--- src/logic/ipc_pkg.sv ---
// constants for the idle and power-down controller
package ipc_pkg;
    localparam logic [7:0] IPC_ADDR_PWR = 8'h87;
    localparam logic [7:0] IPC_PWR_RESET = 8'h00;
    localparam int IPC_BIT_DOUBLE = 7;
    localparam int IPC_BIT_RSV_HI = 6;
    localparam int IPC_BIT_RSV_LO = 4;
    localparam int IPC_BIT_FLAG_HI = 3;
    localparam int IPC_BIT_FLAG_LO = 2;
    localparam int IPC_BIT_PDOWN = 1;
    localparam int IPC_BIT_IDLE = 0;
    localparam logic [7:0] IPC_WR_MASK = 8'h8f;
    // strong pull-up lasts two oscillator periods
    localparam int IPC_PULLUP_OSC = 2;
    // reset lasts 2 machine cycles of 12 oscillator periods
    localparam int IPC_RESET_MC = 2;
    localparam int IPC_OSC_PER_MC = 12;
    localparam int IPC_RESET_OSC = IPC_RESET_MC * IPC_OSC_PER_MC;
    typedef enum logic [1:0] {IPC_RUN, IPC_IDLE, IPC_PDOWN} ipc_mode_e;
endpackage

--- src/logic/ipc_pullup.sv ---
// per-pin strong pull-up pulse timer
`timescale 1ns/1ps
`default_nettype none
module ipc_pullup
    import ipc_pkg::*;
#(
    parameter int PULSE = IPC_PULLUP_OSC
) (
    // clock and reset
    input wire logic clk,
    input wire logic nrst,
    // oscillator period enable
    input wire logic osc_en,
    // latch bit and address override
    input wire logic latch_bit,
    input wire logic addr_mode,
    input wire logic addr_bit,
    // strong pull-up request
    output logic strong_pullup
);
    if (PULSE < 1 || PULSE > 7) begin : g_bad_pulse
        $error("ipc_pullup: PULSE out of range");
    end
    logic prev_ff, nxt_prev;
    logic [2:0] cnt_ff, nxt_cnt;
    logic pu_ff, nxt_pu;
    always_comb begin
        nxt_prev = prev_ff;
        nxt_cnt = cnt_ff;
        if (osc_en) begin
            nxt_prev = latch_bit;
            if (latch_bit && !prev_ff) begin
                nxt_cnt = 3'(PULSE);
            end else if (cnt_ff != 3'h0) begin
                nxt_cnt = cnt_ff - 3'h1;
            end
        end
        // address bits at 1 keep the strong drive for the whole access
        nxt_pu = addr_mode ? addr_bit : (nxt_cnt != 3'h0);
    end
    always_ff @(posedge clk or negedge nrst) begin
        if (!nrst) begin
            prev_ff <= 1'b0;
            cnt_ff <= 3'h0;
            pu_ff <= 1'b0;
        end else begin
            prev_ff <= nxt_prev;
            cnt_ff <= nxt_cnt;
            pu_ff <= nxt_pu;
        end
    end
    assign strong_pullup = pu_ff;
endmodule
`default_nettype wire

--- src/logic/ipc_top.sv ---
// idle and power-down clock controller with its control register
//
// Contract
// power-down stops the oscillator; no internal clock runs.
// idle gates the CPU clock only; peripherals keep their clock.
// control register sits at special address 87h, byte access only.
// bit 7 doubles serial baud rate in modes 1, 2, 3.
// software never writes 1 to bits 6..4; they read undefined.
// bits 3 and 2 are plain software flags without hardware effect; code drives them onto the strobe_force output.
// writing bit 1 enters power-down; interrupt or reset clears it.
// writing bit 0 enters idle; any enabled interrupt clears it.
// both requests in one write enter power-down, not idle.
// reset loads zero in all bits; bits 6..4 undefined.
// idle-setting write is the last instruction; all state kept.
// interrupt ending idle is serviced, then code resumes after it.
// reset ends idle; two machine cycles, 24 oscillator periods, suffice.
// power-down-setting write is the last instruction before stopping.
// memory and registers kept in power-down; reset reinitialises registers.
// reset source holds reset until the oscillator is stable.
// power-down from external code drives port 2 from its latch.
// strobes high in idle, low in power-down; port pins per mode.
// 0-to-1 latch change enables strong pull-up two oscillator periods.
// port 2 address bits at 1 keep strong pull-up whole access.
// oscillator input divided by two before clock generation.
// fully static; clock may stop without losing state.
// CPU clock gate changes only while the divided clock is low.
`timescale 1ns/1ps
`default_nettype none
module ipc_top
    import ipc_pkg::*;
#(
    parameter int PULSE = IPC_PULLUP_OSC
) (
    // clock and reset
    input wire logic clk,
    input wire logic nrst,
    // oscillator pin and reset pin, asynchronous
    input wire logic osc_in,
    input wire logic reset_pin,
    // special function register access from the core
    input wire logic sfr_wr,
    input wire logic [7:0] sfr_addr,
    input wire logic [7:0] sfr_wdata,
    output logic [7:0] sfr_rdata,
    // interrupt logic
    input wire logic irq_enabled,
    // program memory source and port latches
    input wire logic ext_code,
    input wire logic ext_access,
    input wire logic [7:0] addr_hi,
    input wire logic [7:0] port_hi_latch,
    input wire logic [7:0] port1_latch,
    input wire logic [7:0] port3_latch,
    // clock enables
    output logic osc_out,
    output logic osc_run,
    output logic cpu_clk_en,
    output logic periph_clk_en,
    // mode and register outputs
    output logic baud_double,
    output logic in_idle,
    output logic in_pdown,
    output logic core_reset,
    output logic [7:0] strobe_force,
    output logic [7:0] port_hi_out,
    output logic port0_float,
    output logic strobe_hold_hi,
    output logic strobe_hold_lo,
    output logic [7:0] strong_pullup_p1,
    output logic [7:0] strong_pullup_port_hi,
    output logic [7:0] strong_pullup_p3
);
    // pull-up timer counts in three bits
    if (PULSE < 1 || PULSE > 7) begin : g_bad_pulse
        $error("ipc_top: PULSE out of range");
    end
    // two-flop synchronisers on the pins
    logic osc_s1_ff, osc_s2_ff, rst_s1_ff, rst_s2_ff;
    always_ff @(posedge clk or negedge nrst) begin
        if (!nrst) begin
            osc_s1_ff <= 1'b0;
            osc_s2_ff <= 1'b0;
            rst_s1_ff <= 1'b0;
            rst_s2_ff <= 1'b0;
        end else begin
            osc_s1_ff <= osc_in;
            osc_s2_ff <= osc_s1_ff;
            rst_s1_ff <= reset_pin;
            rst_s2_ff <= rst_s1_ff;
        end
    end

    // state registers
    logic osc_prev_ff, nxt_osc_prev;
    logic div_ff, nxt_div;
    logic [7:0] pwr_ff, nxt_pwr;
    ipc_mode_e mode_ff, nxt_mode;
    logic gate_ff, nxt_gate;
    logic [4:0] rst_cnt_ff, nxt_rst_cnt;
    logic core_rst_ff, nxt_core_rst;
    logic osc_en_ff, nxt_osc_en;
    logic [7:0] ph_out_ff, nxt_ph_out;
    logic p0f_ff, nxt_p0f, shi_ff, nxt_shi, slo_ff, nxt_slo;
    logic run_ff, nxt_run, in_idle_ff, nxt_in_idle, in_pdown_ff, nxt_in_pdown;
    logic cpu_en_ff, nxt_cpu_en, per_en_ff, nxt_per_en;
    logic osc_edge, pwr_hit, hw_reset;

    always_comb begin
        // an oscillator period is one rising edge of the synchronised pin
        osc_edge = osc_s2_ff && !osc_prev_ff && (mode_ff != IPC_PDOWN);
        nxt_osc_prev = osc_s2_ff;
        nxt_osc_en = osc_edge;
        nxt_div = osc_edge ? !div_ff : div_ff;
        pwr_hit = sfr_wr && (sfr_addr == IPC_ADDR_PWR);
        // reset completes after 24 oscillator periods of reset pin high
        nxt_rst_cnt = rst_cnt_ff;
        if (!rst_s2_ff) begin
            nxt_rst_cnt = 5'h0;
        end else if (osc_edge && rst_cnt_ff != 5'(IPC_RESET_OSC)) begin
            nxt_rst_cnt = rst_cnt_ff + 5'h1;
        end
        hw_reset = (rst_cnt_ff == 5'(IPC_RESET_OSC));
        // in power-down no oscillator edges arrive: the pin level resets
        if (mode_ff == IPC_PDOWN && rst_s2_ff) begin
            hw_reset = 1'b1;
        end
        nxt_core_rst = hw_reset;
        nxt_pwr = pwr_ff;
        if (hw_reset) begin
            nxt_pwr = IPC_PWR_RESET;
        end else if (pwr_hit) begin
            nxt_pwr = sfr_wdata & IPC_WR_MASK;
        end else if (irq_enabled) begin
            nxt_pwr[IPC_BIT_PDOWN] = 1'b0;
            nxt_pwr[IPC_BIT_IDLE] = 1'b0;
        end
        // power-down wins over idle
        if (nxt_pwr[IPC_BIT_PDOWN]) begin
            nxt_mode = IPC_PDOWN;
        end else if (nxt_pwr[IPC_BIT_IDLE]) begin
            nxt_mode = IPC_IDLE;
        end else begin
            nxt_mode = IPC_RUN;
        end
        // cpu gate only changes while the divided clock is low
        nxt_gate = gate_ff;
        if (!div_ff) begin
            nxt_gate = (nxt_mode == IPC_RUN);
        end
        // a frozen core makes no access: only external idle shows the address
        nxt_ph_out = (ext_access && nxt_mode == IPC_RUN) ? addr_hi : port_hi_latch;
        if (nxt_mode == IPC_IDLE && ext_code) begin
            nxt_ph_out = addr_hi;
        end
        nxt_p0f = ext_code && (nxt_mode != IPC_RUN);
        nxt_shi = (nxt_mode == IPC_IDLE);
        nxt_slo = (nxt_mode == IPC_PDOWN);
        // registered copies so every output leaves a flop
        nxt_run = (nxt_mode != IPC_PDOWN);
        nxt_in_idle = (nxt_mode == IPC_IDLE);
        nxt_in_pdown = (nxt_mode == IPC_PDOWN);
        nxt_per_en = osc_edge && !nxt_div;
        nxt_cpu_en = osc_edge && !nxt_div && nxt_gate;
    end

    always_ff @(posedge clk or negedge nrst) begin
        if (!nrst) begin
            osc_prev_ff <= 1'b0;
            div_ff <= 1'b0;
            pwr_ff <= IPC_PWR_RESET;
            mode_ff <= IPC_RUN;
            gate_ff <= 1'b1;
            rst_cnt_ff <= 5'h0;
            core_rst_ff <= 1'b0;
            osc_en_ff <= 1'b0;
            ph_out_ff <= 8'hff;
            p0f_ff <= 1'b0;
            shi_ff <= 1'b0;
            slo_ff <= 1'b0;
            run_ff <= 1'b1;
            in_idle_ff <= 1'b0;
            in_pdown_ff <= 1'b0;
            cpu_en_ff <= 1'b0;
            per_en_ff <= 1'b0;
        end else begin
            osc_prev_ff <= nxt_osc_prev;
            div_ff <= nxt_div;
            pwr_ff <= nxt_pwr;
            mode_ff <= nxt_mode;
            gate_ff <= nxt_gate;
            rst_cnt_ff <= nxt_rst_cnt;
            core_rst_ff <= nxt_core_rst;
            osc_en_ff <= nxt_osc_en;
            ph_out_ff <= nxt_ph_out;
            p0f_ff <= nxt_p0f;
            shi_ff <= nxt_shi;
            slo_ff <= nxt_slo;
            run_ff <= nxt_run;
            in_idle_ff <= nxt_in_idle;
            in_pdown_ff <= nxt_in_pdown;
            cpu_en_ff <= nxt_cpu_en;
            per_en_ff <= nxt_per_en;
        end
    end

    // strong pull-up timers, one per pin of ports 1, 2 and 3
    logic [23:0] pu_all;
    logic [23:0] latch_all;
    assign latch_all = {port3_latch, ph_out_ff, port1_latch};
    genvar gi;
    generate
        for (gi = 0; gi < 24; gi++) begin : g_pu
            ipc_pullup #(.PULSE(PULSE)) u_pu (
                .clk(clk),
                .nrst(nrst),
                .osc_en(osc_en_ff),
                .latch_bit(latch_all[gi]),
                .addr_mode((gi >= 8 && gi < 16) && ext_access && mode_ff == IPC_RUN),
                .addr_bit(latch_all[gi]),
                .strong_pullup(pu_all[gi])
            );
        end
    endgenerate

    // all outputs straight from flops; static design keeps state when clk stops
    assign osc_out = div_ff;
    assign osc_run = run_ff;
    assign cpu_clk_en = cpu_en_ff;
    assign periph_clk_en = per_en_ff;
    assign baud_double = pwr_ff[IPC_BIT_DOUBLE];
    assign sfr_rdata = pwr_ff;
    assign in_idle = in_idle_ff;
    assign in_pdown = in_pdown_ff;
    assign core_reset = core_rst_ff;
    assign strobe_force = pwr_ff;
    assign port_hi_out = ph_out_ff;
    assign port0_float = p0f_ff;
    assign strobe_hold_hi = shi_ff;
    assign strobe_hold_lo = slo_ff;
    assign strong_pullup_p1 = pu_all[7:0];
    assign strong_pullup_port_hi = pu_all[15:8];
    assign strong_pullup_p3 = pu_all[23:16];

    // assertions
    property p_pdown_wins;
        @(posedge clk) disable iff (!nrst)
        (pwr_hit && sfr_wdata[IPC_BIT_PDOWN] && sfr_wdata[IPC_BIT_IDLE] && !hw_reset)
            |=> (mode_ff == IPC_PDOWN);
    endproperty
    a_pdown_wins: assert property (p_pdown_wins) else $error("idle won over power-down");
    property p_irq_wake;
        @(posedge clk) disable iff (!nrst)
        (irq_enabled && !pwr_hit && mode_ff == IPC_IDLE) |=> (mode_ff == IPC_RUN);
    endproperty
    a_irq_wake: assert property (p_irq_wake) else $error("interrupt did not end idle");
    property p_pdown_no_osc;
        @(posedge clk) disable iff (!nrst)
        (mode_ff == IPC_PDOWN) |-> !osc_run ##1 (!periph_clk_en && !cpu_clk_en);
    endproperty
    a_pdown_no_osc: assert property (p_pdown_no_osc) else $error("clock ran in power-down");
    property p_gate_low;
        @(posedge clk) disable iff (!nrst)
        $changed(gate_ff) |-> !$past(div_ff);
    endproperty
    a_gate_low: assert property (p_gate_low) else $error("gate changed while clock high");
    property p_strobes;
        @(posedge clk) disable iff (!nrst)
        (pwr_ff[IPC_BIT_IDLE] && !pwr_ff[IPC_BIT_PDOWN])
            |-> (in_idle && strobe_hold_hi && !strobe_hold_lo);
    endproperty
    a_strobes: assert property (p_strobes) else $error("idle strobe level wrong");
    property p_reserved;
        @(posedge clk) disable iff (!nrst)
        pwr_hit |=> (pwr_ff[IPC_BIT_RSV_HI:IPC_BIT_RSV_LO] == 3'h0);
    endproperty
    a_reserved: assert property (p_reserved) else $error("reserved bits stored");
    property p_baud;
        @(posedge clk) disable iff (!nrst)
        (pwr_hit && !hw_reset) |=> (baud_double == $past(sfr_wdata[IPC_BIT_DOUBLE]));
    endproperty
    a_baud: assert property (p_baud) else $error("baud double not stored");
    property p_reset_clear;
        @(posedge clk) disable iff (!nrst)
        hw_reset |=> (pwr_ff == IPC_PWR_RESET);
    endproperty
    a_reset_clear: assert property (p_reset_clear) else $error("reset left register set");
    property p_pdown_pins;
        @(posedge clk) disable iff (!nrst)
        pwr_ff[IPC_BIT_PDOWN] |-> (in_pdown && strobe_hold_lo && !strobe_hold_hi);
    endproperty
    a_pdown_pins: assert property (p_pdown_pins) else $error("power-down strobe level wrong");
    property p_pdown_wake;
        @(posedge clk) disable iff (!nrst)
        (irq_enabled && !pwr_hit && mode_ff == IPC_PDOWN) |=> (!in_pdown && osc_run);
    endproperty
    a_pdown_wake: assert property (p_pdown_wake) else $error("interrupt did not end power-down");
    property p_port_latch;
        @(posedge clk) disable iff (!nrst)
        in_pdown |-> (port_hi_out == $past(port_hi_latch));
    endproperty
    a_port_latch: assert property (p_port_latch) else $error("port high not from latch");
    property p_idle_gate;
        @(posedge clk) disable iff (!nrst)
        (mode_ff == IPC_IDLE && !div_ff && !irq_enabled && !pwr_hit && !hw_reset) |=> !gate_ff;
    endproperty
    a_idle_gate: assert property (p_idle_gate) else $error("cpu gate open in idle");
endmodule
`default_nettype wire

--- config.mk ---
export PLATFORM = sky130hd
export DESIGN_NAME = ipc_top
export DESIGN_NICKNAME = d
export VERILOG_FILES = /design/src/logic/ipc_pkg.sv /design/src/logic/ipc_pullup.sv /design/src/logic/ipc_top.sv
export SDC_FILE = /design/constraint.sdc
export NUM_CORES = 1
export LEC_CHECK = 0
export ABC_AREA = 1
export BUFFER_PORTS_ARGS = -buffer_cell sky130_fd_sc_hd__buf_2
export CORE_UTILIZATION = 53
export CTS_CLUSTER_DIAMETER = 50
export DETAILED_ROUTE_END_ITERATION = 12
export PLACE_DENSITY = 0.77
export SLEW_MARGIN = 20
export SYNTH_ARGS = -nofsm -noshare
export SYNTH_HDL_FRONTEND = slang
export SYNTH_HIERARCHICAL = 1
export SYNTH_SLANG_ARGS = --single-unit
export TNS_END_PERCENT = 100
--- constraint.sdc ---
create_clock -name clk -period 3.4 [get_ports clk]
set_input_delay 0.68 -clock clk [delete_from_list [all_inputs] [get_ports clk]]
set_output_delay 0.68 -clock clk [all_outputs]
set_load 0.05 [all_outputs]
Word level (Yosys, flattened, before mapping)
Cells that the tools add are included.
{"block": "totals", "regBits": 158, "input_bits": 56, "output_inout_bits": 59, "wordCells": 333}
{"block": "classes", "n_addsub": 25, "eq_ne": 9, "n_mux": 93, "reduce_logical": 114}
{"op": "$mux W3", "count": 72}
{"op": "$reduce_bool A3 Y1", "count": 48}
{"op": "$sub A3 B1 Y3 const B", "count": 24}
{"op": "$logic_and A1 B1 Y1", "count": 35}
{"op": "$logic_not A1 Y1", "count": 27}
{"op": "$mux W8", "count": 3}
{"op": "$mux W1", "count": 12}
{"op": "$mux W5", "count": 2}
{"op": "$eq A8 B8 Y1 const B", "count": 1}
{"op": "$mux W2", "count": 3}
{"op": "$mux W6", "count": 1}
{"op": "$add A5 B1 Y5 const B", "count": 1}
{"op": "$eq A5 B5 Y1 const B", "count": 1}
{"op": "$ne A5 B5 Y1 const B", "count": 1}
{"op": "$eq A2 B2 Y1 const B", "count": 2}
{"op": "$logic_not A2 Y1", "count": 2}
{"op": "$ne A2 B2 Y1 const B", "count": 2}
{"op": "$reduce_bool A2 Y1", "count": 2}
{"op": "$eq A2 B1 Y1 const B", "count": 1}
{"op": "$ne A2 B1 Y1 const B", "count": 1}

Depth between registers and ports, before layout
Gate-level depths: netlist of the first run.
{"block": "logic_depth", "word_depth": 10, "ltp_mapped": 11, "depth_no_buf": 11}

Hierarchy
The synthesis of the first run kept the hierarchy.
{"mod": "ipc_pullup", "n_inst": 24, "cells_each": 39, "area_each_um2": 304.0, "seq_area_each_um2": 125.1}
{"mod": "ipc_top", "n_inst": 1, "cells_each": 163, "area_each_um2": 1590.3, "seq_area_each_um2": 813.3}

Worst setup path before layout of the first run
No wires, ideal clock.
{"block": "synth_path", "kind": "register -> register", "start": "reg osc_en_ff", "end": "reg g_pu[10].u_pu.pu_ff", "setup_ns": 0.117, "arrival_time_ns": 3.658, "t_required_ns": 3.283, "path_slack_ns": -0.375, "stages_incl_launch_ff": 7, "n_path_buf": 0, "synth_period_minus_slack_ns": 3.775, "path_cell_list": "dfrtp_1 -> nand2_1 -> xor2_1 -> nand2_1 -> nand2_1 -> nor2_1 -> nor2_1"}
{"block": "synth_via", "elab_chain_cells": 3}
{"element": "start: declaration", "line_no": "ipc_top.sv:101", "rtl": "logic osc_en_ff, nxt_osc_en;"}
{"element": "start signal: assignment", "line_no": "ipc_top.sv:193", "rtl": "osc_en_ff <= nxt_osc_en;"}
{"element": "$mux W3", "line_no": "ipc_pullup.sv:30", "rtl": "if (osc_en) begin"}
{"element": "$reduce_bool A3 Y1", "line_no": "ipc_pullup.sv:39", "rtl": "nxt_pu = addr_mode ? addr_bit : (nxt_cnt != 3'h0);"}
{"element": "$mux W1", "line_no": "ipc_pullup.sv:39"}
{"element": "named net g_pu[10].u_pu.nxt_pu", "line_no": "ipc_pullup.sv:26", "rtl": "logic pu_ff, nxt_pu;"}
{"element": "end signal: assignment", "line_no": "ipc_pullup.sv:49", "rtl": "pu_ff <= nxt_pu;"}
{"element": "end: declaration", "line_no": "ipc_pullup.sv:26"}
The timed path passes the listed nets, and every way through them passes these cells.
A chain may end at the register's enable or synchronous reset.

Worst setup path after layout of the first run
{"block": "layout_path", "start": "reg osc_en_ff", "end": "reg g_pu[5].u_pu.pu_ff"}
{"block": "layout_via", "elab_chain_cells": 2}
{"element": "$mux W3", "line_no": "ipc_pullup.sv:30"}
{"element": "$reduce_bool A3 Y1", "line_no": "ipc_pullup.sv:39"}
{"element": "named net g_pu[5].u_pu.nxt_pu", "line_no": "ipc_pullup.sv:26"}
{"element": "end signal: assignment", "line_no": "ipc_pullup.sv:49"}
{"element": "end: declaration", "line_no": "ipc_pullup.sv:26"}
The timed path passes the listed nets, and every way through them passes these cells.

==> impl_metrics.yaml, run 1 <==
timing:
  period_needed_ps: 2020
  period_share: 0.594
  fmax_ghz: 0.495
  hold_ws_ps: 212
  clock_skew_ps: 6.49
  setup_viol: 0
  slew_headroom: 0.511
  worst_slew_pin_slew_ps: 732
  fin_tns_setup_ps: 0
  hold_violations: 0
  drv_slew: 0
  setup_ws_ps: 1380
  rsz0062_at_grt: "no"
placed_design:
  hpwl_mm: 10.8
  port_buffers: 105
  gp_congestion: 0.786
  pre_cts_ws_ps: 1400
worst_hold_path:
  hold_class: "primary input to asynchronous set/reset pin"
critical_path:
  arrival_ps: 2330
  cp_top_family: "flip-flops"
  crit_path_start: "osc_en_ff$_DFF_PN0_"
  reg2reg_setup_slack_ps: 1380
  cpPeakStageDelay_ps: 840
  start_kind: "flop"
  cpMostUsedCell: "nand2_1"
  path_buf_inv: 1
  ff2ff_path_depth: 7
  slowest_stage: "dfrtp_4"
  cp_max_fo: 58
  endpoint_kind: "flop"
  worstSetupPathType: "flop to flop"
  cp-endpoint: "g_pu[5].u_pu/strong_pullup$_DFF_PN0_"
  cp_num_cells: 7
  reg2reg_from: "osc_en_ff$_DFF_PN0_"
  required_ps: 3710
  cp_cell_sequence: "buf_4, nand2_1, xor2_1, nand2_1, nand2_1, nor2_1, nor2_1"
  timing.rr.end: "g_pu[5].u_pu/strong_pullup$_DFF_PN0_"
power:
  internal_power_mw: 4.63
  ir_drop_v: 0.000454
  leakage_nw: 5.79
  p_sw_mw: 3.26
  power.share.sequential: 0.337
  power.share.clock: 0.237
  comb_power_share: 0.426
  swShare: 0.413
  p_per_area_mw_per_mm2: 765
global_route:
  first_global_vias: 6518
  track_usage: 0.194
  grt-ovfl-total: 0
  grt_pass1_wl_mm: 27.7
  antenna_found_initial: 0
  grt_max_degree: 76
clock_tree:
  post_cts_buffers: 0
  cts_buffers: 17
  clock-root-buffer: "clkbuf_16"
  clkSlewWorstSetupHoldPaths_ps: 60
  clock_latency_ps: 420
  cts.path.max_buffers: 2
  h-tree-depth: 4
  ctsHoldBuffers: 0
  clock-sinks: 152
  ctsResizeCount: 0
  cts_tree: "yes"
synth:
  synth_common_cells: "inv_1, nand2_1, dfrtp_1"
  synth_ff_type: "dfrtp_1"
  yosys.area.top_type_share: 0.400
  synth_area_leaders: "dfrtp_1, inv_1, nand2_1"
  yosysWarnings: 6
  avgSynthCellArea_sq_um: 8.09
  netlist_area_sq_mm: 0.00889
  ys_ff_latch: 152
  ys_types: 28
  yosysMostFrequentCell: "inv_1"
  synthArstFlopShare: 1.00
  synth_top_area_cell: "dfrtp_1"
  synth_edf_count: 0
  synth-seq-area-share: 0.429
  synthCells: 1099
finish:
  area_growth_pct: 16.1
  fillCellCount: 1369
  drive_above_1_share: 0.296
  nets: 1341
die:
  rows: 46
  pin_count: 115
  die_w_microns: 131
  initial_core_util: 0.551
  core_sq_mm: 0.0161
  die-area_sq_mm: 0.0173
  die_h_microns: 131
route:
  drc: 0
  ant_nets: 0
  viasPerCell: 4.54
  wirelength_mm: 15.5
  wire_per_inst_microns: 10.6
  drt_first_pass_iters: 4
  dr_total_vias: 6650
  drt_iter0_markers: 323
job:
  maxCapViolations: 0
run_status:
  status: "complete, no violations"
-- worst min path at each step --
stage | start | endpoint | slack, ps | cells after the start
after floorplan | osc_s1_ff$_DFF_PN0_ | nxt_osc_prev$_DFF_PN0_ | 330 | 0
after global routing | nrst | periph_clk_en$_DFF_PN0_ | 240 | 1
after detailed placement | rst_s1_ff$_DFF_PN0_ | rst_s2_ff$_DFF_PN0_ | 340 | 0
after global placement | rst_s1_ff$_DFF_PN0_ | rst_s2_ff$_DFF_PN0_ | 340 | 0
after CTS | nrst | g_pu[17].u_pu/strong_pullup$_DFF_PN0_ | 220 | 1
final | nrst | g_pu[8].u_pu/cnt_ff[2]$_DFF_PN0_ | 210 | 1
-- placed cells by master, fill, tap and decap left out, drive strengths merged --
master      n
diode       1
a211oi      1
nand3b      2
ha         51
a21oi      25
dfrtp     142
nor2      161
clkinv      4
conb       22
nand4       2
nand3      91
clkinvlp    4
a21boi      2
buf       110
nand2     260
xor2       24
o21ai      28
bufinv      2
clkbuf     21
dfstp      10
nor3        2
inv       283
-- sequential cells by signal, indices dropped and copies added, names as in the netlist --
name,count
osc_en_ff,1
g_pu.u_pu/strong_pullup,24
osc_run,1
osc_prev_ff,1
rst_s2_ff,1
rst_cnt_ff,5
osc_s1_ff,1
gate_ff,1
cpu_clk_en,1
periph_clk_en,1
port0_float,1
nxt_osc_prev,1
mode_ff,1
g_pu.u_pu/prev_ff,24
core_reset,1
port_hi_out,8
osc_out,1
rst_s1_ff,1
g_pu.u_pu/cnt_ff,72
sfr_rdata,5
-- logic make-up after synthesis --
logic type / Yosys count / share of synthesized area
AND/OR/NAND/NOR: 518 / 0.310
adder cells (fa/ha/maj): 51 / 0.0718
flip-flops: 152 / 0.429
other: 1 / 0.000422
buffers and inverters: 297 / 0.132
XOR/XNOR: 24 / 0.0237
AO/OA/AOI/OAI: 56 / 0.0328
-- power by group through the flow --
stage | sequential [mW] | combinational [mW] | clock (mW)
floorplan | 3.03 | 2.34 | 0
global placement | 2.67 | 3.21 | 0
detailed placement | 2.69 | 3.34 | 0
CTS | 2.67 | 3.40 | 1.93
global route | 2.73 | 3.89 | 2.00
finish | 2.66 | 3.37 | 1.87
-- per-layer routing --
metal	vias up	global-route usage	wire, microns
met1	3059	0.228	6880
met4	0	0.0594	165
met3	16	0.0571	690
met5	-	0	0
met2	98	0.341	7730
li1	3477	-	-
-- area by class of cell --
class	count	area, sq um	area share
repair buffers	110	594	0.0576
multi-input cells	671	3980	0.386
flip-flops and latches	152	3820	0.370
well taps	216	270	0.0262
clock inverters	11	123	0.0119
inverters	282	1060	0.103
diodes	1	2.50	0.000243
clock buffers	21	470	0.0456
-- through the flow --
step	util	std cells	power, mW	cell area [sq um]
2_1_floorplan	-	1120	5.37	8970
4_1_cts	0.640	1463	8.00	10300
5_1_grt	0.640	1463	8.61	10300
3_3_place_gp	0.603	1431	5.88	9720
6_report	0.640	1464	7.89	10300
3_5_place_dp	0.603	1431	6.03	9720
No activity file was read; power rests on OpenSTA's default activity.
==> inputs of run 2 (changes only) <==
--- a/config.mk
+++ b/config.mk
@@ -7,10 +7,10 @@
 export LEC_CHECK = 0
 export ABC_AREA = 1
 export BUFFER_PORTS_ARGS = -buffer_cell sky130_fd_sc_hd__buf_2
-export CORE_UTILIZATION = 53
+export CORE_UTILIZATION = 59
 export CTS_CLUSTER_DIAMETER = 50
 export DETAILED_ROUTE_END_ITERATION = 12
-export PLACE_DENSITY = 0.77
+export PLACE_DENSITY = 0.81
 export SLEW_MARGIN = 20
 export SYNTH_ARGS = -nofsm -noshare
 export SYNTH_HDL_FRONTEND = slang
==> constraint.sdc (replaced) <==
create_clock -name clk -period 2.1 [get_ports clk]
set_input_delay 0.42 -clock clk [delete_from_list [all_inputs] [get_ports clk]]
set_output_delay 0.42 -clock clk [all_outputs]
set_load 0.05 [all_outputs]
==> impl_metrics.yaml, run 2 (synthesized netlist as in run 1, its figures left out) <==
timing:
  setup_viol: 0
  fin_tns_setup_ps: 0
  hold_ws_ps: 101
  period_needed_ps: 1710
  clock_skew_ps: 9.26
  drv_slew: 0
  fmax_ghz: 0.585
  period_share: 0.815
  hold_violations: 0
  rsz0062_at_grt: "no"
die:
  die-area_sq_mm: 0.0156
  core_sq_mm: 0.0146
  die_h_microns: 125
  rows: 44
  pin_count: 115
  die_w_microns: 125
  initial_core_util: 0.609
clock_tree:
  post_cts_buffers: 0
  clock_latency_ps: 430
  cts_tree: "yes"
  clkSlewWorstSetupHoldPaths_ps: 60
  clock-root-buffer: "clkbuf_16"
  clock-sinks: 152
  cts_buffers: 17
  cts.path.max_buffers: 2
  h-tree-depth: 4
finish:
  n_antenna_cell: 0
  final_cell_mix: "inv_1, nand2_1, dfrtp_1, nor2_1, buf_2"
  nets: 1345
  largest_reg_flops: 72
  top_register: "g_pu.u_pu/cnt_ff"
  final_cells: 1435
  drive_above_1_share: 0.295
  mostFrequentLayoutCell: "inv_1"
  area_growth_pct: 16.7
global_route:
  grt_pass1_wl_mm: 27.5
  grt_util_met3: 0.0494
  grt_max_degree: 72
  met2_usage: 0.381
  first_global_vias: 6578
  met1_usage: 0.252
  grt_busiest_layer: "met2"
  track_usage: 0.215
  grt-ovfl-total: 0
  antenna_found_initial: 0
worst_hold_path:
  hold_path_depth: 1
  hold_end: "rst_s1_ff$_DFF_PN0_"
  hold_class: "primary input to flop"
  worstHoldStart: "reset_pin"
power:
  leakage_nw: 5.83
  ir_drop_v: 0.000777
  p_per_area_mw_per_mm2: 1240
route:
  dr_total_vias: 6651
  viasPerCell: 4.63
  drt_iter0_markers: 230
  wirelength_mm: 15.2
  ant_nets: 0
  wire_per_inst_microns: 10.6
  drt_first_pass_iters: 5
  drc: 0
critical_path:
  worstSetupPathType: "flop to flop"
  cp_max_fo: 9
  endpoint_kind: "flop"
  start_kind: "flop"
  required_ps: 2460
  reg2reg_setup_slack_ps: 390
  ff2ff_path_depth: 11
  arrival_ps: 2070
  reg2reg_from: "rst_cnt_ff[0]$_DFFE_PN0P_"
  timing.rr.end: "port_hi_out[5]$_DFF_PN1_"
placed_design:
  placedCellCount: 1402
  port_buffers: 105
  hpwl_mm: 10.9
  gp_congestion: 0.783
run_status:
  status: "complete, no violations"
job:
  maxCapViolations: 0
[run 2: report_power, final]
part	internal (mW)	switching, mW
registers	3.89	0.404
clock network	1.96	1.16
logic	1.77	3.69
total	7.62	5.25
[run 2: cell type report]
cell class	instances	area [sq um]
multi-input cells	671	3980
fillers	1150	4220
clock buffers	24	482
inverters	282	1060
flip-flops and latches	152	3820
repair buffers	114	677
well taps	184	230
clock inverters	8	123
[run 2: metal layers]
metal  part of all wire  vias up
li1                   -     3486
met1               0.45     3031
met2               0.49      110
met3              0.039       24
met4              0.016        0
met5                  0        -
[run 2: repair_timing]
item | 4_1_cts | 5_1_grt
resized for setup | 0 | 0
hold buffers | 1 | 0
hold endpoints to repair | 36 | 0
endpoints found under the setup margin | 0 | 0
[run 2: worst max-delay path: stages (launching register included)]
cell and delay, ps:
dfrtp_1 360, inv_1 80, ha_1 240, nand2_4 100, nor2_4 50, nor2_8 160, nand3b_2 100, nand2_2 110
nand3_4 150, nand2_4 160, nand2_1 60, nand2_1 70
[run 2: through the flow]
| step | util | setup WS, ps | instance area, sq um | power (mW) |
|---|---|---|---|---|
| 2_1_floorplan | - | 175 | 8970 | 8.69 |
| 3_3_place_gp | 0.669 | 473 | 9750 | 9.54 |
| 3_5_place_dp | 0.669 | 413 | 9750 | 9.79 |
| 4_1_cts | 0.711 | 362 | 10400 | 13.0 |
| 5_1_grt | 0.711 | 234 | 10400 | 14.0 |
| 6_report | 0.711 | 389 | 10400 | 12.9 |
[run 2: how the worst max path moves through the flow]
stage | start | endpoint | slack (ps) | cells after the start
after floorplan | osc_en_ff$_DFF_PN0_ | g_pu[10].u_pu/strong_pullup$_DFF_PN0_ | 170 | 7
after CTS | port_hi_out[6]$_DFF_PN1_ | port_hi_out[6] | 360 | 1
after detailed placement | rst_cnt_ff[0]$_DFFE_PN0P_ | port_hi_out[7]$_DFF_PN1_ | 410 | 10
after global routing | rst_cnt_ff[0]$_DFFE_PN0P_ | port_hi_out[0]$_DFF_PN1_ | 230 | 11
after global placement | rst_cnt_ff[0]$_DFFE_PN0P_ | port_hi_out[1]$_DFF_PN1_ | 470 | 11
final | rst_cnt_ff[0]$_DFFE_PN0P_ | port_hi_out[5]$_DFF_PN1_ | 390 | 11
==> inputs of run 3 (changes only) <==
--- a/config.mk
+++ b/config.mk
@@ -5,12 +5,12 @@
 export SDC_FILE = /design/constraint.sdc
 export NUM_CORES = 1
 export LEC_CHECK = 0
-export ABC_AREA = 1
+export ABC_AREA = 0
 export BUFFER_PORTS_ARGS = -buffer_cell sky130_fd_sc_hd__buf_2
-export CORE_UTILIZATION = 59
+export CORE_UTILIZATION = 53
 export CTS_CLUSTER_DIAMETER = 50
 export DETAILED_ROUTE_END_ITERATION = 12
-export PLACE_DENSITY = 0.81
+export PLACE_DENSITY = 0.77
 export SLEW_MARGIN = 20
 export SYNTH_ARGS = -nofsm -noshare
 export SYNTH_HDL_FRONTEND = slang
==> constraint.sdc (replaced) <==
create_clock -name clk -period 1.5 [get_ports clk]
set_input_delay 0.3 -clock clk [delete_from_list [all_inputs] [get_ports clk]]
set_output_delay 0.3 -clock clk [all_outputs]
set_load 0.05 [all_outputs]
==> impl_metrics.yaml, run 3 <==
synth:
  ys_types: 46
  yosysWarnings: 6
  synth_common_cells: "dfrtp_1, inv_1, a21oi_1"
  synthCells: 852
  ys_ff_latch: 152
  avgSynthCellArea_sq_um: 10.5
  synth_top_area_cell: "dfrtp_1"
  synth_ff_type: "dfrtp_1"
  synth_edf_count: 0
  yosysMostFrequentCell: "dfrtp_1"
  synth-seq-area-share: 0.427
  synth_area_leaders: "dfrtp_1, ha_1, o21bai_1"
  synthArstFlopShare: 1.00
  yosys.area.top_type_share: 0.398
  netlist_area_sq_mm: 0.00893
placed_design:
  placedCellCount: 1283
  gp_congestion: 0.824
  dpl_cell_area_sq_mm: 0.0110
  port_buffers: 105
  hpwl_mm: 13.4
  pre_cts_ws_ps: -390
clock_tree:
  cts.path.max_buffers: 2
  clock_latency_ps: 440
  clkSlewWorstSetupHoldPaths_ps: 70
  cts_buffers: 17
  cts_tree: "yes"
  h-tree-depth: 4
  clock-sinks: 152
  clock-root-buffer: "clkbuf_16"
die:
  die-area_sq_mm: 0.0174
  die_w_microns: 132
  initial_core_util: 0.541
  core_sq_mm: 0.0165
  die_h_microns: 132
  pin_count: 115
  rows: 47
finish:
  seq_area_sq_mm: 0.00382
  nets: 1264
  utilization: 0.817
  top_register: "g_pu.u_pu/cnt_ff"
  area_growth_pct: 51.2
  drive_above_1_share: 0.509
  multi_input_area_sq_mm: 0.00568
  final_cells: 1390
  fin_area_sq_mm: 0.0135
  mostFrequentLayoutCell: "dfrtp_1"
  final_cell_mix: "dfrtp_1, buf_4, buf_2, inv_1, o21bai_1"
  n_antenna_cell: 0
  fillCellCount: 839
  largest_reg_flops: 72
timing:
  worst_slew_pin_slew_ps: 656
  fin_tns_setup_ps: -11670
  period_share: 1.35
  fmax_ghz: 0.493
  slew_headroom: 0.551
  setup_ws_ps: -528
  period_needed_ps: 2030
  clock_skew_ps: 11.8
  rsz0062_at_grt: "yes"
  setup_viol: 66
  drv_slew: 0
  hold_violations: 0
  hold_ws_ps: 85.0
critical_path:
  required_ps: 1860
  start_kind: "flop"
  cp_max_fo: 12
  slowest_stage: "a2111oi_1"
  cpPeakStageDelay_ps: 530
  cp_top_family: "compound AO/OA/AOI/OAI gates"
  cp_cell_sequence: "inv_2, ha_4, nand4b_1, a21bo_4, buf_4, a2111oi_1, a221oi_2, o31ai_2"
  worstSetupPathType: "flop to flop"
  endpoint_kind: "flop"
  arrival_ps: 2380
  path_buf_inv: 2
route:
  drt_iter0_markers: 463
  drc: 0
  wire_per_inst_microns: 19.7
  ant_nets: 0
  viasPerCell: 5.67
  wirelength_mm: 27.4
  dr_total_vias: 7885
  drt_first_pass_iters: 5
run_status:
  violations: "setup timing"
  status: "finished, violations left"
power:
  leakage_nw: 6.26
  power_mw: 23.0
  ir_drop_v: 0.00137
  p_per_area_mw_per_mm2: 1710
job:
  maxCapViolations: 0
global_route:
  track_usage: 0.279
  grt-ovfl-total: 0
  grt_pass1_wl_mm: 38.5
  antenna_found_initial: 0
  grt_max_degree: 44
  first_global_vias: 7856
worst_hold_path:
  hold_class: "primary input to flop"
## run 3: cell type report
cell class	instances	area share
inverters	116	0.0328
clock buffers	22	0.0366
well taps	220	0.0204
clock inverters	10	0.0121
multi-input cells	576	0.421
flip-flops and latches	152	0.283
repair buffers	294	0.194
## run 3: layer usage
layer  share of wire  routed length, microns  track usage  vias up
li1                -                       -            -     3534
met1            0.38                   10500        0.333     3880
met2            0.51                   14100        0.494      353
met3           0.053                    1460       0.0581      118
met4           0.048                    1320        0.109        0
met5               0                       0            0        -
## run 3: logic make-up (layout without fill, tap and decap cells)
logic type | Yosys count | count (layout) | synth area share
AO/OA/AOI/OAI | 248 | 248 | 0.200
XOR/XNOR | 4 | 4 | 0.00392
adder cells (fa/ha/maj) | 51 | 51 | 0.0714
buffers and inverters | 161 | 442 | 0.0875
flip-flops | 152 | 152 | 0.427
multiplexers | 28 | 28 | 0.0361
other | 1 | 38 | 0.000420
AND/OR/NAND/NOR | 207 | 207 | 0.173
## run 3: final timing paths
check	from	endpoint	slack, ps	cells past startpoint
worst max-delay path	rst_cnt_ff[0]$_DFFE_PN0P_	port_hi_out[7]$_DFF_PN1_	-530	8
worst min-delay path	addr_hi[4]	port_hi_out[4]$_DFF_PN1_	90	3
worst max register to register	rst_cnt_ff[0]$_DFFE_PN0P_	port_hi_out[7]$_DFF_PN1_	-530	8
worst min register to register	rst_s1_ff$_DFF_PN0_	rst_s2_ff$_DFF_PN0_	360	0
max in group asynchronous	nrst	port_hi_out[2]$_DFF_PN1_	560	3
min in group asynchronous	nrst	g_pu[14].u_pu/strong_pullup$_DFF_PN0_	340	2
## run 3: power by group
part           switching [mW]  internal (mW)  leakage (nW)
Sequential               1.27           5.38          1.77
Clock                    1.79           3.01         0.311
Combinational            5.81           5.79          4.18
## run 3: worst min-delay path, cell delays in order
cell,delay (ps)
buf_2,100
inv_1,50
o31ai_2,70
## run 3: repair_timing
item | in CTS | in global routing
pin swaps | 45 | 54
hold buffers | 3 | 0
setup endpoints to repair | 62 | 77
gates cloned | 6 | 4
resized for setup | 120 | 138
setup buffers | 40 | 36
hold endpoints to repair | 30 | 0
